==> src/rtl/tmr01_defs.svh <==
// How it works
// - Counter mode counts falling edges on pin
// - Events up to quarter clock rate counted
// - Prescaler codes: /12, /4, /48, ext/8
// - Per-timer select picks sysclk or prescaled
// - Timers 2/3 get sysclk, /12, ext/8
// - Timer 2 byte selects, high in split
// - Timer 3 byte selects, high in split
// - Each count is 16 bits, two bytes
// - Four mode codes per timer, set independently; split mode 3 holds the count
// - Mode 0 is 13 bits, five low
// - Wrap sets overflow flag and request
// - Counter select chooses pin or clock
// - Count needs run and gate condition
// - Run does not clear the count
// - Timer 1 gates on interrupt input 1
// - Requests pass only when enabled
// - Flag set by overflow, cleared by software/ack
`ifndef TMR01_DEFS_SVH
`define TMR01_DEFS_SVH

// ****************************************
// Register addresses
// ****************************************
`define TMR01_ADDR_CTRL 8'h88
`define TMR01_ADDR_MODE 8'h89
`define TMR01_ADDR_LOW0 8'h8a
`define TMR01_ADDR_LOW1 8'h8b
`define TMR01_ADDR_HIGH0 8'h8c
`define TMR01_ADDR_HIGH1 8'h8d
`define TMR01_ADDR_CLKSEL 8'h8e
`define TMR01_ADDR_IRQEN 8'ha8
`define TMR01_ADDR_EXTCFG 8'he4

// ****************************************
// Field positions
// ****************************************
`define TMR01_BIT_T3_HIGH 7
`define TMR01_BIT_T3_LOW 6
`define TMR01_BIT_T2_HIGH 5
`define TMR01_BIT_T2_LOW 4
`define TMR01_BIT_T1_SYS 3
`define TMR01_BIT_T0_SYS 2
`define TMR01_DIVSEL_HI 1
`define TMR01_DIVSEL_LO 0
`define TMR01_BIT_FLAG1 7
`define TMR01_BIT_RUN1 6
`define TMR01_BIT_FLAG0 5
`define TMR01_BIT_RUN0 4
`define TMR01_BIT_IRQEN0 1
`define TMR01_BIT_IRQEN1 3
`define TMR01_BIT_POL0 3
`define TMR01_BIT_POL1 7

// ****************************************
// Reset values and divide counts
// ****************************************
`define TMR01_RST_BYTE 8'h00
`define TMR01_DIV4 6'd4
`define TMR01_DIV12 6'd12
`define TMR01_DIV48 6'd48
`define TMR01_EXT_DIV 3'd7

`endif

==> src/rtl/tmr01_pkg.sv <==
package tmr01_pkg;

    typedef struct packed {
        logic [7:0] addr;
        logic wr;
        logic rd;
        logic [7:0] wdata;
    } tmr01_sfr_req_t;

    typedef enum logic [1:0] {
        TMR01_MODE13 = 2'b00,
        TMR01_MODE16 = 2'b01,
        TMR01_MODE8AR = 2'b10,
        TMR01_MODESPLIT = 2'b11
    } tmr01_mode_t;

    typedef struct packed {
        logic gate_en;
        logic counter_sel;
        tmr01_mode_t mode;
    } tmr01_cfg_t;

    typedef enum logic [1:0] {
        TMR01_SCALE12 = 2'b00,
        TMR01_SCALE4 = 2'b01,
        TMR01_SCALE48 = 2'b10,
        TMR01_SCALEEXT = 2'b11
    } tmr01_scale_t;

endpackage

==> src/rtl/tmr01_sync.sv <==
`timescale 1ns/1ns
module tmr01_sync #(
    parameter int W = 5
) (
    input wire logic sys_clk,
    input wire logic sys_rst,
    input wire logic [W-1:0] d,
    output logic [W-1:0] q
);
    logic [W-1:0] stage1_q;
    logic [W-1:0] stage2_q;

    // First stage feeds only the second stage
    always_ff @(posedge sys_clk or posedge sys_rst) begin
        if (sys_rst) begin
            stage1_q <= '0;
            stage2_q <= '0;
        end else begin
            stage1_q <= d;
            stage2_q <= stage1_q;
        end
    end

    assign q = stage2_q;
endmodule

==> src/rtl/tmr01_top.sv <==
`timescale 1ns/1ns
`include "tmr01_defs.svh"
module tmr01_top
    import tmr01_pkg::*;
(
    input wire logic sys_clk,
    input wire logic sys_rst,
    input wire tmr01_sfr_req_t sfr_req,
    output logic [7:0] sfr_rdata_q,
    input wire logic timer0_event_pin,
    input wire logic timer1_event_pin,
    input wire logic ext_irq0_in,
    input wire logic ext_irq1_in,
    input wire logic ext_osc_in,
    input wire logic timer0_irq_ack,
    input wire logic timer1_irq_ack,
    input wire logic timer2_ext_clk_choice,
    input wire logic timer3_ext_clk_choice,
    input wire logic timer2_split,
    input wire logic timer3_split,
    output logic timer0_irq_req_q,
    output logic timer1_irq_req_q,
    output logic timer2_low_tick_q,
    output logic timer2_high_tick_q,
    output logic timer3_low_tick_q,
    output logic timer3_high_tick_q
);

    // ****************************************
    // Decode helpers
    // ****************************************
    function automatic logic sfr_hit(input tmr01_sfr_req_t req,
                                     input logic [7:0] addr);
        return req.wr && (req.addr == addr);
    endfunction

    function automatic logic on_last(input logic [5:0] cnt,
                                     input logic [5:0] div);
        return (cnt % div) == (div - 6'd1);
    endfunction

    // ****************************************
    // Registers
    // ****************************************
    logic [7:0] clksel_q;
    logic [7:0] ctrl_q;
    logic [7:0] mode_q;
    logic [7:0] irqen_q;
    logic [7:0] extcfg_q;
    logic [1:0] flag_q;
    logic [1:0] irq_req_q;

    always_ff @(posedge sys_clk or posedge sys_rst) begin
        if (sys_rst) begin
            clksel_q <= `TMR01_RST_BYTE;
            ctrl_q <= `TMR01_RST_BYTE;
            mode_q <= `TMR01_RST_BYTE;
            irqen_q <= `TMR01_RST_BYTE;
            extcfg_q <= `TMR01_RST_BYTE;
        end else begin
            if (sfr_hit(sfr_req, `TMR01_ADDR_CLKSEL)) begin
                clksel_q <= sfr_req.wdata;
            end
            if (sfr_hit(sfr_req, `TMR01_ADDR_CTRL)) begin
                ctrl_q <= sfr_req.wdata;
            end
            if (sfr_hit(sfr_req, `TMR01_ADDR_MODE)) begin
                mode_q <= sfr_req.wdata;
            end
            if (sfr_hit(sfr_req, `TMR01_ADDR_IRQEN)) begin
                irqen_q <= sfr_req.wdata;
            end
            if (sfr_hit(sfr_req, `TMR01_ADDR_EXTCFG)) begin
                extcfg_q <= sfr_req.wdata;
            end
        end
    end

    // ****************************************
    // Pin sampling
    // ****************************************
    logic [4:0] sync_w;
    logic [1:0] pin_prev_q;
    logic osc_prev_q;
    logic [1:0] event_fall;
    logic osc_rise;

    // Inputs are meant to hold a level for two clocks
    tmr01_sync #(
        .W(5)
    ) u_sync (
        .sys_clk(sys_clk),
        .sys_rst(sys_rst),
        .d({ext_osc_in, ext_irq1_in, ext_irq0_in,
            timer1_event_pin, timer0_event_pin}),
        .q(sync_w)
    );

    always_ff @(posedge sys_clk or posedge sys_rst) begin
        if (sys_rst) begin
            pin_prev_q <= 2'b00;
            osc_prev_q <= 1'b0;
        end else begin
            pin_prev_q <= sync_w[1:0];
            osc_prev_q <= sync_w[4];
        end
    end

    // One edge per clock is seen, so quarter rate leaves margin
    assign event_fall = pin_prev_q & ~sync_w[1:0];
    assign osc_rise = ~osc_prev_q & sync_w[4];

    // ****************************************
    // Prescaler
    // ****************************************
    logic [5:0] presc_cnt_q;
    logic [2:0] ext_div_q;
    logic div4_tick;
    logic div12_tick;
    logic div48_tick;
    logic ext8_tick;
    logic presc_tick;

    // One free-running base keeps the /4, /12 and /48 ticks aligned
    always_ff @(posedge sys_clk or posedge sys_rst) begin
        if (sys_rst) begin
            presc_cnt_q <= 6'h00;
        end else if (presc_cnt_q == `TMR01_DIV48 - 6'd1) begin
            presc_cnt_q <= 6'h00;
        end else begin
            presc_cnt_q <= presc_cnt_q + 6'h01;
        end
    end

    always_ff @(posedge sys_clk or posedge sys_rst) begin
        if (sys_rst) begin
            ext_div_q <= 3'h0;
        end else if (osc_rise) begin
            ext_div_q <= ext_div_q + 3'h1;
        end
    end

    assign div4_tick = on_last(presc_cnt_q, `TMR01_DIV4);
    assign div12_tick = on_last(presc_cnt_q, `TMR01_DIV12);
    assign div48_tick = on_last(presc_cnt_q, `TMR01_DIV48);
    assign ext8_tick = osc_rise && (ext_div_q == `TMR01_EXT_DIV);

    always_comb begin
        case (tmr01_scale_t'(clksel_q[`TMR01_DIVSEL_HI:`TMR01_DIVSEL_LO]))
            TMR01_SCALE12: presc_tick = div12_tick;
            TMR01_SCALE4: presc_tick = div4_tick;
            TMR01_SCALE48: presc_tick = div48_tick;
            TMR01_SCALEEXT: presc_tick = ext8_tick;
            default: presc_tick = 1'b0;
        endcase
    end

    // ****************************************
    // Timers 0 and 1
    // ****************************************
    tmr01_cfg_t cfg [2];
    logic [1:0] run;
    logic [1:0] sys_sel;
    logic [1:0] polarity;
    logic [1:0] irq_en;
    logic [1:0] gate_active;
    logic [1:0] run_ok;
    logic [1:0] tick;
    logic [1:0] ovf;
    logic [1:0] wr_cnt;
    logic [15:0] count [2];

    assign cfg[0] = mode_q[3:0];
    assign cfg[1] = mode_q[7:4];
    assign run = {ctrl_q[`TMR01_BIT_RUN1], ctrl_q[`TMR01_BIT_RUN0]};
    assign sys_sel = {clksel_q[`TMR01_BIT_T1_SYS],
                      clksel_q[`TMR01_BIT_T0_SYS]};
    assign polarity = {extcfg_q[`TMR01_BIT_POL1],
                       extcfg_q[`TMR01_BIT_POL0]};
    assign irq_en = {irqen_q[`TMR01_BIT_IRQEN1],
                     irqen_q[`TMR01_BIT_IRQEN0]};

    genvar i;
    generate
        for (i = 0; i < 2; i++) begin : g_unit
            localparam logic [7:0] LOW_ADDR =
                (i == 0) ? `TMR01_ADDR_LOW0 : `TMR01_ADDR_LOW1;
            localparam logic [7:0] HIGH_ADDR =
                (i == 0) ? `TMR01_ADDR_HIGH0 : `TMR01_ADDR_HIGH1;

            // Gate input i is interrupt input i, active at its polarity
            assign gate_active[i] = (sync_w[2+i] == polarity[i]);
            assign run_ok[i] = run[i] &&
                (!cfg[i].gate_en || gate_active[i]);
            // Clock select is ignored while counting pin events
            assign tick[i] = run_ok[i] && (cfg[i].counter_sel ?
                event_fall[i] : (sys_sel[i] || presc_tick));
            assign wr_cnt[i] = sfr_hit(sfr_req, LOW_ADDR) ||
                sfr_hit(sfr_req, HIGH_ADDR);

            tmr01_unit u_unit (
                .sys_clk(sys_clk),
                .sys_rst(sys_rst),
                .tick(tick[i]),
                .mode(cfg[i].mode),
                .wr_low(sfr_hit(sfr_req, LOW_ADDR)),
                .wr_high(sfr_hit(sfr_req, HIGH_ADDR)),
                .wdata(sfr_req.wdata),
                .count(count[i]),
                .overflow(ovf[i])
            );
        end
    endgenerate

    // ****************************************
    // Overflow flags and requests
    // ****************************************
    logic ctrl_wr;
    logic [1:0] flag_wdata;

    assign ctrl_wr = sfr_hit(sfr_req, `TMR01_ADDR_CTRL);
    assign flag_wdata = {sfr_req.wdata[`TMR01_BIT_FLAG1],
                         sfr_req.wdata[`TMR01_BIT_FLAG0]};

    // Overflow beats a clear in the same cycle so no event is lost
    always_ff @(posedge sys_clk or posedge sys_rst) begin
        if (sys_rst) begin
            flag_q <= 2'b00;
        end else begin
            for (int k = 0; k < 2; k++) begin
                if (ovf[k]) begin
                    flag_q[k] <= 1'b1;
                end else if (ctrl_wr) begin
                    flag_q[k] <= flag_wdata[k];
                end else if (k == 0 ? timer0_irq_ack : timer1_irq_ack) begin
                    flag_q[k] <= 1'b0;
                end
            end
        end
    end

    always_ff @(posedge sys_clk or posedge sys_rst) begin
        if (sys_rst) begin
            irq_req_q <= 2'b00;
        end else begin
            irq_req_q <= flag_q & irq_en;
        end
    end

    assign timer0_irq_req_q = irq_req_q[0];
    assign timer1_irq_req_q = irq_req_q[1];

    // ****************************************
    // Timers 2 and 3 clock selection
    // ****************************************
    logic [1:0] t23_low_sel;
    logic [1:0] t23_high_sel;
    logic [1:0] t23_ext;
    logic [1:0] t23_split;
    logic [1:0] t23_base;
    logic [1:0] t23_low_q;
    logic [1:0] t23_high_q;

    assign t23_low_sel = {clksel_q[`TMR01_BIT_T3_LOW],
                          clksel_q[`TMR01_BIT_T2_LOW]};
    assign t23_high_sel = {clksel_q[`TMR01_BIT_T3_HIGH],
                           clksel_q[`TMR01_BIT_T2_HIGH]};
    assign t23_ext = {timer3_ext_clk_choice, timer2_ext_clk_choice};
    assign t23_split = {timer3_split, timer2_split};

    genvar j;
    generate
        for (j = 0; j < 2; j++) begin : g_t23
            assign t23_base[j] = t23_ext[j] ? ext8_tick : div12_tick;

            // High byte follows the low select unless split
            always_ff @(posedge sys_clk or posedge sys_rst) begin
                if (sys_rst) begin
                    t23_low_q[j] <= 1'b0;
                    t23_high_q[j] <= 1'b0;
                end else begin
                    t23_low_q[j] <= t23_low_sel[j] || t23_base[j];
                    t23_high_q[j] <= t23_split[j] ?
                        (t23_high_sel[j] || t23_base[j]) :
                        (t23_low_sel[j] || t23_base[j]);
                end
            end
        end
    endgenerate

    assign timer2_low_tick_q = t23_low_q[0];
    assign timer2_high_tick_q = t23_high_q[0];
    assign timer3_low_tick_q = t23_low_q[1];
    assign timer3_high_tick_q = t23_high_q[1];

    // ****************************************
    // Read port
    // ****************************************
    logic [7:0] ctrl_view;

    always_comb begin
        ctrl_view = ctrl_q;
        ctrl_view[`TMR01_BIT_FLAG1] = flag_q[1];
        ctrl_view[`TMR01_BIT_FLAG0] = flag_q[0];
    end

    // Unmapped addresses read as zero
    always_ff @(posedge sys_clk or posedge sys_rst) begin
        if (sys_rst) begin
            sfr_rdata_q <= `TMR01_RST_BYTE;
        end else if (sfr_req.rd) begin
            case (sfr_req.addr)
                `TMR01_ADDR_CTRL: sfr_rdata_q <= ctrl_view;
                `TMR01_ADDR_MODE: sfr_rdata_q <= mode_q;
                `TMR01_ADDR_LOW0: sfr_rdata_q <= count[0][7:0];
                `TMR01_ADDR_LOW1: sfr_rdata_q <= count[1][7:0];
                `TMR01_ADDR_HIGH0: sfr_rdata_q <= count[0][15:8];
                `TMR01_ADDR_HIGH1: sfr_rdata_q <= count[1][15:8];
                `TMR01_ADDR_CLKSEL: sfr_rdata_q <= clksel_q;
                `TMR01_ADDR_IRQEN: sfr_rdata_q <= irqen_q;
                `TMR01_ADDR_EXTCFG: sfr_rdata_q <= extcfg_q;
                default: sfr_rdata_q <= 8'h00;
            endcase
        end
    end

    // ****************************************
    // Checks
    // ****************************************
    AST_EDGE_COUNT: assert property (
        @(posedge sys_clk) disable iff (sys_rst)
        (cfg[0].counter_sel && cfg[0].mode == TMR01_MODE16 &&
         run_ok[0] && event_fall[0] && !wr_cnt[0])
        |=> count[0] == $past(count[0]) + 16'h0001)
        else $error("Falling edge did not advance count");

    AST_HOLD_STOPPED: assert property (
        @(posedge sys_clk) disable iff (sys_rst)
        (!run_ok[1] && !wr_cnt[1]) |=> $stable(count[1]))
        else $error("Stopped timer changed its count");

    AST_SYSCLK_SEL: assert property (
        @(posedge sys_clk) disable iff (sys_rst)
        (!cfg[0].counter_sel && sys_sel[0] && run_ok[0] &&
         (cfg[0].mode == TMR01_MODE13 || cfg[0].mode == TMR01_MODE16) &&
         !wr_cnt[0])
        |=> count[0] != $past(count[0]))
        else $error("System clock select did not count");

    AST_DIV4: assert property (
        @(posedge sys_clk) disable iff (sys_rst)
        div4_tick |=> (!div4_tick)[*3] ##1 div4_tick)
        else $error("Divide by four spacing wrong");

    AST_DIV12: assert property (
        @(posedge sys_clk) disable iff (sys_rst)
        div12_tick |-> ##12 div12_tick)
        else $error("Divide by twelve spacing wrong");

    AST_OVF_FLAG: assert property (
        @(posedge sys_clk) disable iff (sys_rst)
        ovf[0] |=> flag_q[0] ##1 (irq_req_q[0] == $past(irq_en[0])))
        else $error("Overflow did not set flag or request");

    AST_IRQ_MASK: assert property (
        @(posedge sys_clk) disable iff (sys_rst)
        !irq_en[1] |=> !irq_req_q[1])
        else $error("Masked request reached the output");

    AST_ACK_CLEAR: assert property (
        @(posedge sys_clk) disable iff (sys_rst)
        (timer0_irq_ack && !ovf[0] && !ctrl_wr) |=> !flag_q[0])
        else $error("Acknowledge did not clear flag");

    AST_T2_SYSCLK: assert property (
        @(posedge sys_clk) disable iff (sys_rst)
        t23_low_sel[0] |=> timer2_low_tick_q)
        else $error("Timer 2 low byte lost system clock");

endmodule

==> src/rtl/tmr01_unit.sv <==
`timescale 1ns/1ns
module tmr01_unit
    import tmr01_pkg::*;
(
    input wire logic sys_clk,
    input wire logic sys_rst,
    input wire logic tick,
    input wire tmr01_mode_t mode,
    input wire logic wr_low,
    input wire logic wr_high,
    input wire logic [7:0] wdata,
    output logic [15:0] count,
    output logic overflow
);
    logic [15:0] cnt_q;
    logic [15:0] cnt_d;
    logic ovf;

    always_comb begin
        cnt_d = cnt_q;
        ovf = 1'b0;
        if (tick) begin
            case (mode)
                TMR01_MODE13: begin
                    // Bits 7..5 of the low byte are left untouched
                    {cnt_d[15:8], cnt_d[4:0]} =
                        {cnt_q[15:8], cnt_q[4:0]} + 13'h0001;
                    ovf = &{cnt_q[15:8], cnt_q[4:0]};
                end
                TMR01_MODE16: begin
                    cnt_d = cnt_q + 16'h0001;
                    ovf = &cnt_q;
                end
                TMR01_MODE8AR: begin
                    ovf = &cnt_q[7:0];
                    cnt_d[7:0] = ovf ? cnt_q[15:8] : cnt_q[7:0] + 8'h01;
                end
                default: begin
                    cnt_d = cnt_q;
                end
            endcase
        end
        // Software load wins over a count in the same cycle
        if (wr_low) begin
            cnt_d[7:0] = wdata;
        end
        if (wr_high) begin
            cnt_d[15:8] = wdata;
        end
        if (wr_low || wr_high) begin
            ovf = 1'b0;
        end
    end

    // Run never resets the count; only ticks and loads change it
    always_ff @(posedge sys_clk or posedge sys_rst) begin
        if (sys_rst) begin
            cnt_q <= 16'h0000;
        end else begin
            cnt_q <= cnt_d;
        end
    end

    assign count = cnt_q;
    assign overflow = ovf;

    AST_MODE13_WRAP: assert property (
        @(posedge sys_clk) disable iff (sys_rst)
        (tick && mode == TMR01_MODE13 && !wr_low && !wr_high &&
         (&{cnt_q[15:8], cnt_q[4:0]}))
        |=> (cnt_q[15:8] == 8'h00 && cnt_q[4:0] == 5'h00))
        else $error("13-bit count did not wrap to zero");
endmodule

==> config.mk <==
export PLATFORM = sky130hd
export DESIGN_NAME = tmr01_top
export DESIGN_NICKNAME = d
export VERILOG_FILES = /design/src/rtl/tmr01_pkg.sv /design/src/rtl/tmr01_sync.sv /design/src/rtl/tmr01_top.sv /design/src/rtl/tmr01_unit.sv
export VERILOG_INCLUDE_DIRS = /design/src /design/src/rtl
export SDC_FILE = /design/constraint.sdc
export NUM_CORES = 1
export LEC_CHECK = 0
export BUFFER_PORTS_ARGS = -buffer_cell sky130_fd_sc_hd__buf_2
export CORE_MARGIN = 8
export CORE_UTILIZATION = 50
export CTS_BUF_LIST = sky130_fd_sc_hd__clkbuf_16
export DETAILED_ROUTE_END_ITERATION = 7
export PLACE_DENSITY = 0.74
export RECOVER_POWER = 100
export SYNTH_ARGS = -nofsm -noshare
export SYNTH_HDL_FRONTEND = slang
export SYNTH_HIERARCHICAL = 1
export SYNTH_SLANG_ARGS = --single-unit
==> constraint.sdc <==
create_clock -name sys_clk -period 2.67 [get_ports sys_clk]
set_input_delay 0.1335 -clock sys_clk [delete_from_list [all_inputs] [get_ports sys_clk]]
set_output_delay 0.1335 -clock sys_clk [all_outputs]
set_load 0.1 [all_outputs]
Word level (Yosys, flattened, before mapping)
Cells that the tools add are included.
{"block": "word_totals", "input_bits": 31, "mem_bits_rw": 0, "latch_bits": 0, "word_cells": 151, "mem_bits_ro": 0, "out_inout_bits": 14, "register_bits": 109, "memories": 0}
{"block": "op_classes", "eq_ne": 23, "n_lt_le_gt_ge": 0, "shift": 0, "n_addsub": 8, "n_div": 2, "n_bitwise": 5, "mux": 35, "mul": 0, "n_reduce_logical": 53}
{"operator": "$eq 8x8->1 const B", "n": 9}
{"operator": "$pmux 8 s9", "n": 1}
{"operator": "$mux 8", "n": 6}
{"operator": "$add 16x1->16 const B", "n": 2}
{"operator": "$mux 16", "n": 2}
{"operator": "$pmux 8 s2", "n": 2}
{"operator": "$reduce_and 16->1", "n": 2}
{"operator": "$pmux 5 s3", "n": 2}
{"operator": "$add 13x1->13 const B", "n": 2}
{"operator": "$reduce_and 13->1", "n": 2}
{"operator": "$reduce_bool 3->1", "n": 6}
{"operator": "$add 8x1->8 const B", "n": 2}
{"operator": "$mux 1", "n": 16}
{"operator": "$reduce_and 8->1", "n": 2}
{"operator": "$logic_and 1x1->1", "n": 14}
{"operator": "$eq 6x6->1 const B", "n": 2}
{"operator": "$pmux 3 s2", "n": 2}
{"operator": "$reduce_and 2->1", "n": 6}
{"operator": "$eq 2x2->1 const B", "n": 5}
{"operator": "$logic_or 1x1->1", "n": 10}
{"operator": "$reduce_bool 2->1", "n": 4}
{"operator": "$reduce_bool 4->1", "n": 2}
{"operator": "$add 6x1->6 const B", "n": 1}
{"operator": "$eq 2x1->1 const B", "n": 3}
{"operator": "other kinds (15)", "n": 21}

Depth between registers and ports, before layout
{"block": "logic_depth", "ltp_word": 10, "depth_mapped": 11, "ltp_nobuf": 11}

Hierarchy
The synthesis kept the hierarchy.
{"mod": "tmr01_top", "instances": 1, "seq_area_each_um2": 1651.6, "cells_per_inst": 322, "area_per_inst_um2": 3632.2}
{"mod": "tmr01_unit", "instances": 2, "seq_area_each_um2": 400.4, "cells_per_inst": 148, "area_per_inst_um2": 1234.9}
{"mod": "tmr01_sync", "instances": 1, "seq_area_each_um2": 250.2, "cells_per_inst": 11, "area_per_inst_um2": 254.0}

Worst setup path after synthesis
No wires, ideal clock.
{"block": "synth_path", "path_kind": "register -> register", "start": "register presc_cnt_q[0]", "end": "register g_unit[0].u_unit.cnt_q[14]", "required_ps": 2533, "path_stages_with_launch": 12, "period_less_slack_ps": 2525, "path_slack_ps": 145, "t_arrival_ps": 2388, "setup_ps": 137, "n_path_buf": 0, "cell_sequence": "dfrtp_1 ha_1 nand3_1 nor3b_1 a21o_1 o21ai_1 a21oi_1 o211a_1 nand2_1 a211oi_2 xnor2_1 o21ai_1"}
{"block": "synth_between", "elab_chain_cells": 8, "word_cells_on_any_way": 11, "classes_between": "2 x div; 3 x eq/ne; 2 x mux; 4 x reduce/logical"}
{"element": "start, declared", "line_no": "tmr01_top.sv:116", "text": "logic [5:0] presc_cnt_q;"}
{"element": "start signal, assigned", "line_no": "tmr01_top.sv:131", "text": "presc_cnt_q <= presc_cnt_q + 6'h01;"}
{"element": "$mod 6x6->6 / $mod 6x4->6 (equally long branches)", "line_no": "tmr01_top.sv:39", "text": "return (cnt % div) == (div - 6'd1);"}
{"element": "$eq 6x6->1 / $eq 6x4->1 (equally long branches)", "line_no": "tmr01_top.sv:39"}
{"element": "$pmux 1 s4 *", "line_no": "tmr01_top.sv:149", "text": "case (tmr01_scale_t'(clksel_q[`TMR01_DIVSEL_HI:`TMR01_DIVSEL_LO]))"}
{"element": "$logic_or 1x1->1 *", "line_no": "tmr01_top.sv:197", "text": "event_fall[i] : (sys_sel[i] || presc_tick));"}
{"element": "$mux 1 *", "line_no": "tmr01_top.sv:196", "text": "assign tick[i] = run_ok[i] && (cfg[i].counter_sel ?"}
{"element": "$logic_and 1x1->1 *", "line_no": "tmr01_top.sv:196"}
{"element": "net tick[0]", "line_no": "tmr01_top.sv:168", "text": "logic [1:0] tick;"}
{"element": "$reduce_bool 2->1 (no source line) *"}
{"element": "$reduce_and 2->1 (no source line) *"}
{"element": "end signal, assigned", "line_no": "tmr01_unit.sv:60", "text": "cnt_q <= cnt_d;"}
{"element": "end, declared", "line_no": "tmr01_unit.sv:15", "text": "logic [15:0] cnt_q;"}
Mark *: on every way through the listed nets, which the timed path passes. The rest lies on a longest branch.
A chain may end at the register's enable or synchronous reset.

Final worst setup path
{"block": "layout_path", "start": "register presc_cnt_q[0]", "end": "register flag_q[0]"}
{"block": "layout_between", "elab_chain_cells": 9, "word_cells_on_any_way": 13, "classes_between": "2 x div; 3 x eq/ne; 5 x mux; 3 x reduce/logical"}
{"element": "$mod 6x6->6 / $mod 6x4->6 (equally long branches)", "line_no": "tmr01_top.sv:39"}
{"element": "$eq 6x6->1 / $eq 6x4->1 (equally long branches)", "line_no": "tmr01_top.sv:39"}
{"element": "$pmux 1 s4 *", "line_no": "tmr01_top.sv:149"}
{"element": "$logic_or 1x1->1 *", "line_no": "tmr01_top.sv:197"}
{"element": "$mux 1 *", "line_no": "tmr01_top.sv:196"}
{"element": "$logic_and 1x1->1 *", "line_no": "tmr01_top.sv:196"}
{"element": "net tick[0]", "line_no": "tmr01_top.sv:168"}
{"element": "$mux 1 *", "line_no": "tmr01_unit.sv:22", "text": "if (tick) begin"}
{"element": "$mux 1 *", "line_no": "tmr01_unit.sv:50", "text": "if (wr_low || wr_high) begin"}
{"element": "net ovf[0]", "line_no": "tmr01_top.sv:169", "text": "logic [1:0] ovf;"}
{"element": "$reduce_bool 3->1 (no source line) / $mux 1 (equally long branches)"}
{"element": "end signal, assigned by index", "line_no": "tmr01_top.sv:234", "text": "flag_q[k] <= flag_wdata[k];"}
{"element": "end, declared", "line_no": "tmr01_top.sv:50", "text": "logic [1:0] flag_q;"}
Marked as above.

==> run_results.csv <==
group,metric,value,unit
sta,clock.fmax,395,MHz
power,power.density,540,mW/mm^2
worst_setup_path,crit_path_end_kind,"register",
detailed_routing,wire_per_inst,21.1,um
sta,finalCritPeriodShare,94.9,%
sta,relSlewSlack,13.1,%
power,p_leak,3.03,nW
cells_and_area,final_common_cell,"dfrtp_1",
worst_setup_path,cp_top_family,"compound AO/OA/AOI/OAI gates",
detailed_routing,detail_route.vias_per_cell,6.16,
sta,fin_crit,2.53,ns
detailed_routing,drt.antenna.violating_nets,0,
logic_synthesis,avgSynthCellArea,10.1,sq um
logic_synthesis,syn_area,0.00636,sq mm
clock_network,tritoncts,"done",
worst_setup_path,worstSetupPathType,"register to register",
sta,rsz0062_at_grt,"false",
sta,hold_violations,0,
sta,tns,0,ns
logic_synthesis,async_reset_ff_share,100,%
worst_setup_path,cp.arrival,2.83,ns
worst_setup_path,path_max_fanout,6,
power,power_frac_clock,34.5,%
clock_network,clkTransAtPathRegs,0.08,ns
detailed_routing,drc,0,
placed_design,io_buffers,44,
power,switching_share,30.7,%
clock_network,h-tree-depth,3,
floorplanning,rows,41,
cells_and_area,syn2layout_area_growth,10.2,%
status,status,"finished, final reports clean",
worst_setup_path,worstPathRequired,2.97,ns
sta,slew_violations,0,
sta,worstMarginPinSlew,1.30,ns
sta,holdWs,0.125,ns
logic_synthesis,syn_inst,629,
worst_setup_path,slowest_delay,0.53,ns
floorplanning,start_util,50.8,%
global_route,grt_overflow_total,0,
logic_synthesis,synth_edf_count,0,
floorplanning,die_area,0.0166,sq mm
floorplanning,io_pins,45,
worst_setup_path,ff2ff_setup_slack,0.14,ns
sta,fin_skew,0.00987,ns
detailed_routing,drt-initial-drc-count,538,
clock_network,cts_buffers,9,
floorplanning,die_h,129,um
power,power.share.sequential,50.8,%
worst_setup_path,crit_path_start_kind,"register",
clock_network,cts_num_sinks,108,
clock_network,ctsRootBufferMaster,"clkbuf_16",
cells_and_area,n_antenna_cell,0,
floorplanning,core,0.0125,sq mm
cells_and_area,drive_gt1_share,16.2,%
placed_design,dpl_worst_slack,0.133,ns
cells_and_area,final_cell_mix,"108 x dfrtp_1, 74 x nand2_1, 37 x o21ai_0, 32 x mux2_2, 29 x nor2_1",
global_route,antenna_found_initial,1,
clock_network,insertion_delay,0.36,ns
worst_setup_path,r2r_cells,10,
detailed_routing,vias,5279,
sta,setup_viol,0,
worst_setup_path,critical_path_depth,10,
hold_path,hold_class,"primary input to register",
cells_and_area,nNetsFinal,725,
global_route,grt_pass1_wl,29000,um
power,combPwrFrac,14.7,%
global_route,grt_usage,22.9,%
detailed_routing,first_pass_iters,5,
placed_design,place_congestion,0.974,
placed_design,dp_hpwl,13300,um
worst_setup_path,worstPathCellList,"ha_1 > nand3_1 > nor3b_2 > a21o_1 > o21ai_1 > a21oi_1 > buf_4 > nand2_1 > a2111oi_1 > a211o_1",
logic_synthesis,yosys_warnings,6,
logic_synthesis,synth_ff_type,"dfrtp_1",
logic_synthesis,yosysSeqAreaShare,42.5,%
power,intPower,2.63,mW
clock_network,cts.path.max_buffers,2,
global_route,grt_max_degree,53,
logic_synthesis,ys_types,74,
logic_synthesis,ys_ff_latch,108,
power,p_sw,1.16,mW
power,peakVddDrop,0.000347,V
job,maxCapViolations,0,
logic_synthesis,syn-num-nets,674,
hold_path,hold_path_depth,4,
worst_setup_path,crit_slowest_cell,"a2111oi_1",
global_route,grt_pass1_vias,5249,
detailed_routing,routed_wl,18100,um
power,power.total,3.79,mW
sta,setup_ws,0.136,ns
floorplanning,die_x,129,um
worst_setup_path,crit_buf_inv,1,
sequential cells by signal (all words and copies together) (netlist names), 3 cells and up:
register and flops:
u_sync/stage1_q 5, g_unit.u_unit/count 32, sfr_rdata_q 8, ctrl_q 6, mode_q 8, ext_div_q 3, irqen_q 8, presc_cnt_q 6
clksel_q 8, u_sync/q 5, extcfg_q 8
Yosys cell counts, types with 10 or more instances:
| library cell | instances | area, sq um |
|---|---|---|
| clkbuf_1 | 11 | 41.3 |
| a31oi_1 | 17 | 106 |
| nor2_1 | 29 | 109 |
| a21oi_1 | 27 | 135 |
| dfrtp_1 | 108 | 2700 |
| buf_2 | 10 | 50.1 |
| ha_1 | 14 | 175 |
| nor3_1 | 12 | 60.1 |
| xnor2_1 | 10 | 87.6 |
| xor2_1 | 19 | 166 |
| mux2_2 | 32 | 360 |
| o211ai_1 | 11 | 82.6 |
| o21ai_1 | 19 | 95.1 |
| o21ai_0 | 26 | 130 |
| nand3_1 | 23 | 115 |
| inv_1 | 16 | 60.1 |
| nand2_1 | 73 | 274 |
| mux2i_1 | 18 | 180 |
what timing repair did:
| item | in CTS | in global routing |
|---|---|---|
| buffers inserted | 0 | 0 |
| hold endpoints to repair | 63 | 0 |
| hold buffers | 8 | 0 |
| setup endpoints to repair | 0 | 9 |
| gates resized for setup | 0 | 2 |
power by group through the flow:
stage               logic, mW  registers (mW)  clock network [mW]
floorplan               0.361            1.92                   0
global placement        0.539            1.95                   0
detailed placement      0.561            1.95                   0
CTS                     0.571            1.92                1.33
global route            0.621            1.94                1.38
finish                  0.557            1.92                1.31
metal layers:
layer / share of wire (%) / track usage [%]
met1: 43 / 29.9
met5: 0.072 / 0
met4: 3.6 / 9.54
met2: 47 / 36.2
met3: 6.1 / 4.80
worst reg2reg max path, cell delays in order (launching register included):
cell,delay (ns)
dfrtp_1,0.42
ha_1,0.18
nand3_1,0.13
nor3b_2,0.25
a21o_1,0.14
o21ai_1,0.11
a21oi_1,0.26
buf_4,0.19
nand2_1,0.09
a2111oi_1,0.53
a211o_1,0.17
final cells by class:
cell class / count / area (sq um)
tap: 172 / 215
fill: 1147 / 5510
timing repair buffer: 66 / 370
clock buffer: 9 / 225
multi-input combinational: 477 / 3360
clock inverter: 7 / 65.1
sequential: 108 / 2700
inverter: 18 / 67.6
logic make-up after synthesis:
logic type / share of synthesized area [%]
AO/OA/AOI/OAI: 18.0
XOR/XNOR: 4.00
adder cells (fa/ha/maj): 2.76
buffers and inverters: 3.21
flip-flops: 42.5
multiplexers: 10.4
AND/OR/NAND/NOR: 19.2
worst paths after layout:
path | start | to
worst max-delay path | presc_cnt_q[0] | flag_q[0]
worst min-delay path | timer2_split | timer2_high_tick_q
worst max register to register | presc_cnt_q[0] | flag_q[0]
worst min register to register | u_sync/stage1_q[0] | u_sync/q[0]
max in group asynchronous | sys_rst | mode_q[4]
min in group asynchronous | sys_rst | u_sync/stage1_q[4]
through the flow:
stage / std cells / util, % / area, sq um
floorplan: 629 / - / 6360
global placement: 833 / 54.0 / 6760
detailed placement: 833 / 54.0 / 6760
CTS: 857 / 57.0 / 7130
global route: 857 / 56.0 / 7010
finish: 857 / 56.0 / 7010
(Power assumes the default switching activity.)
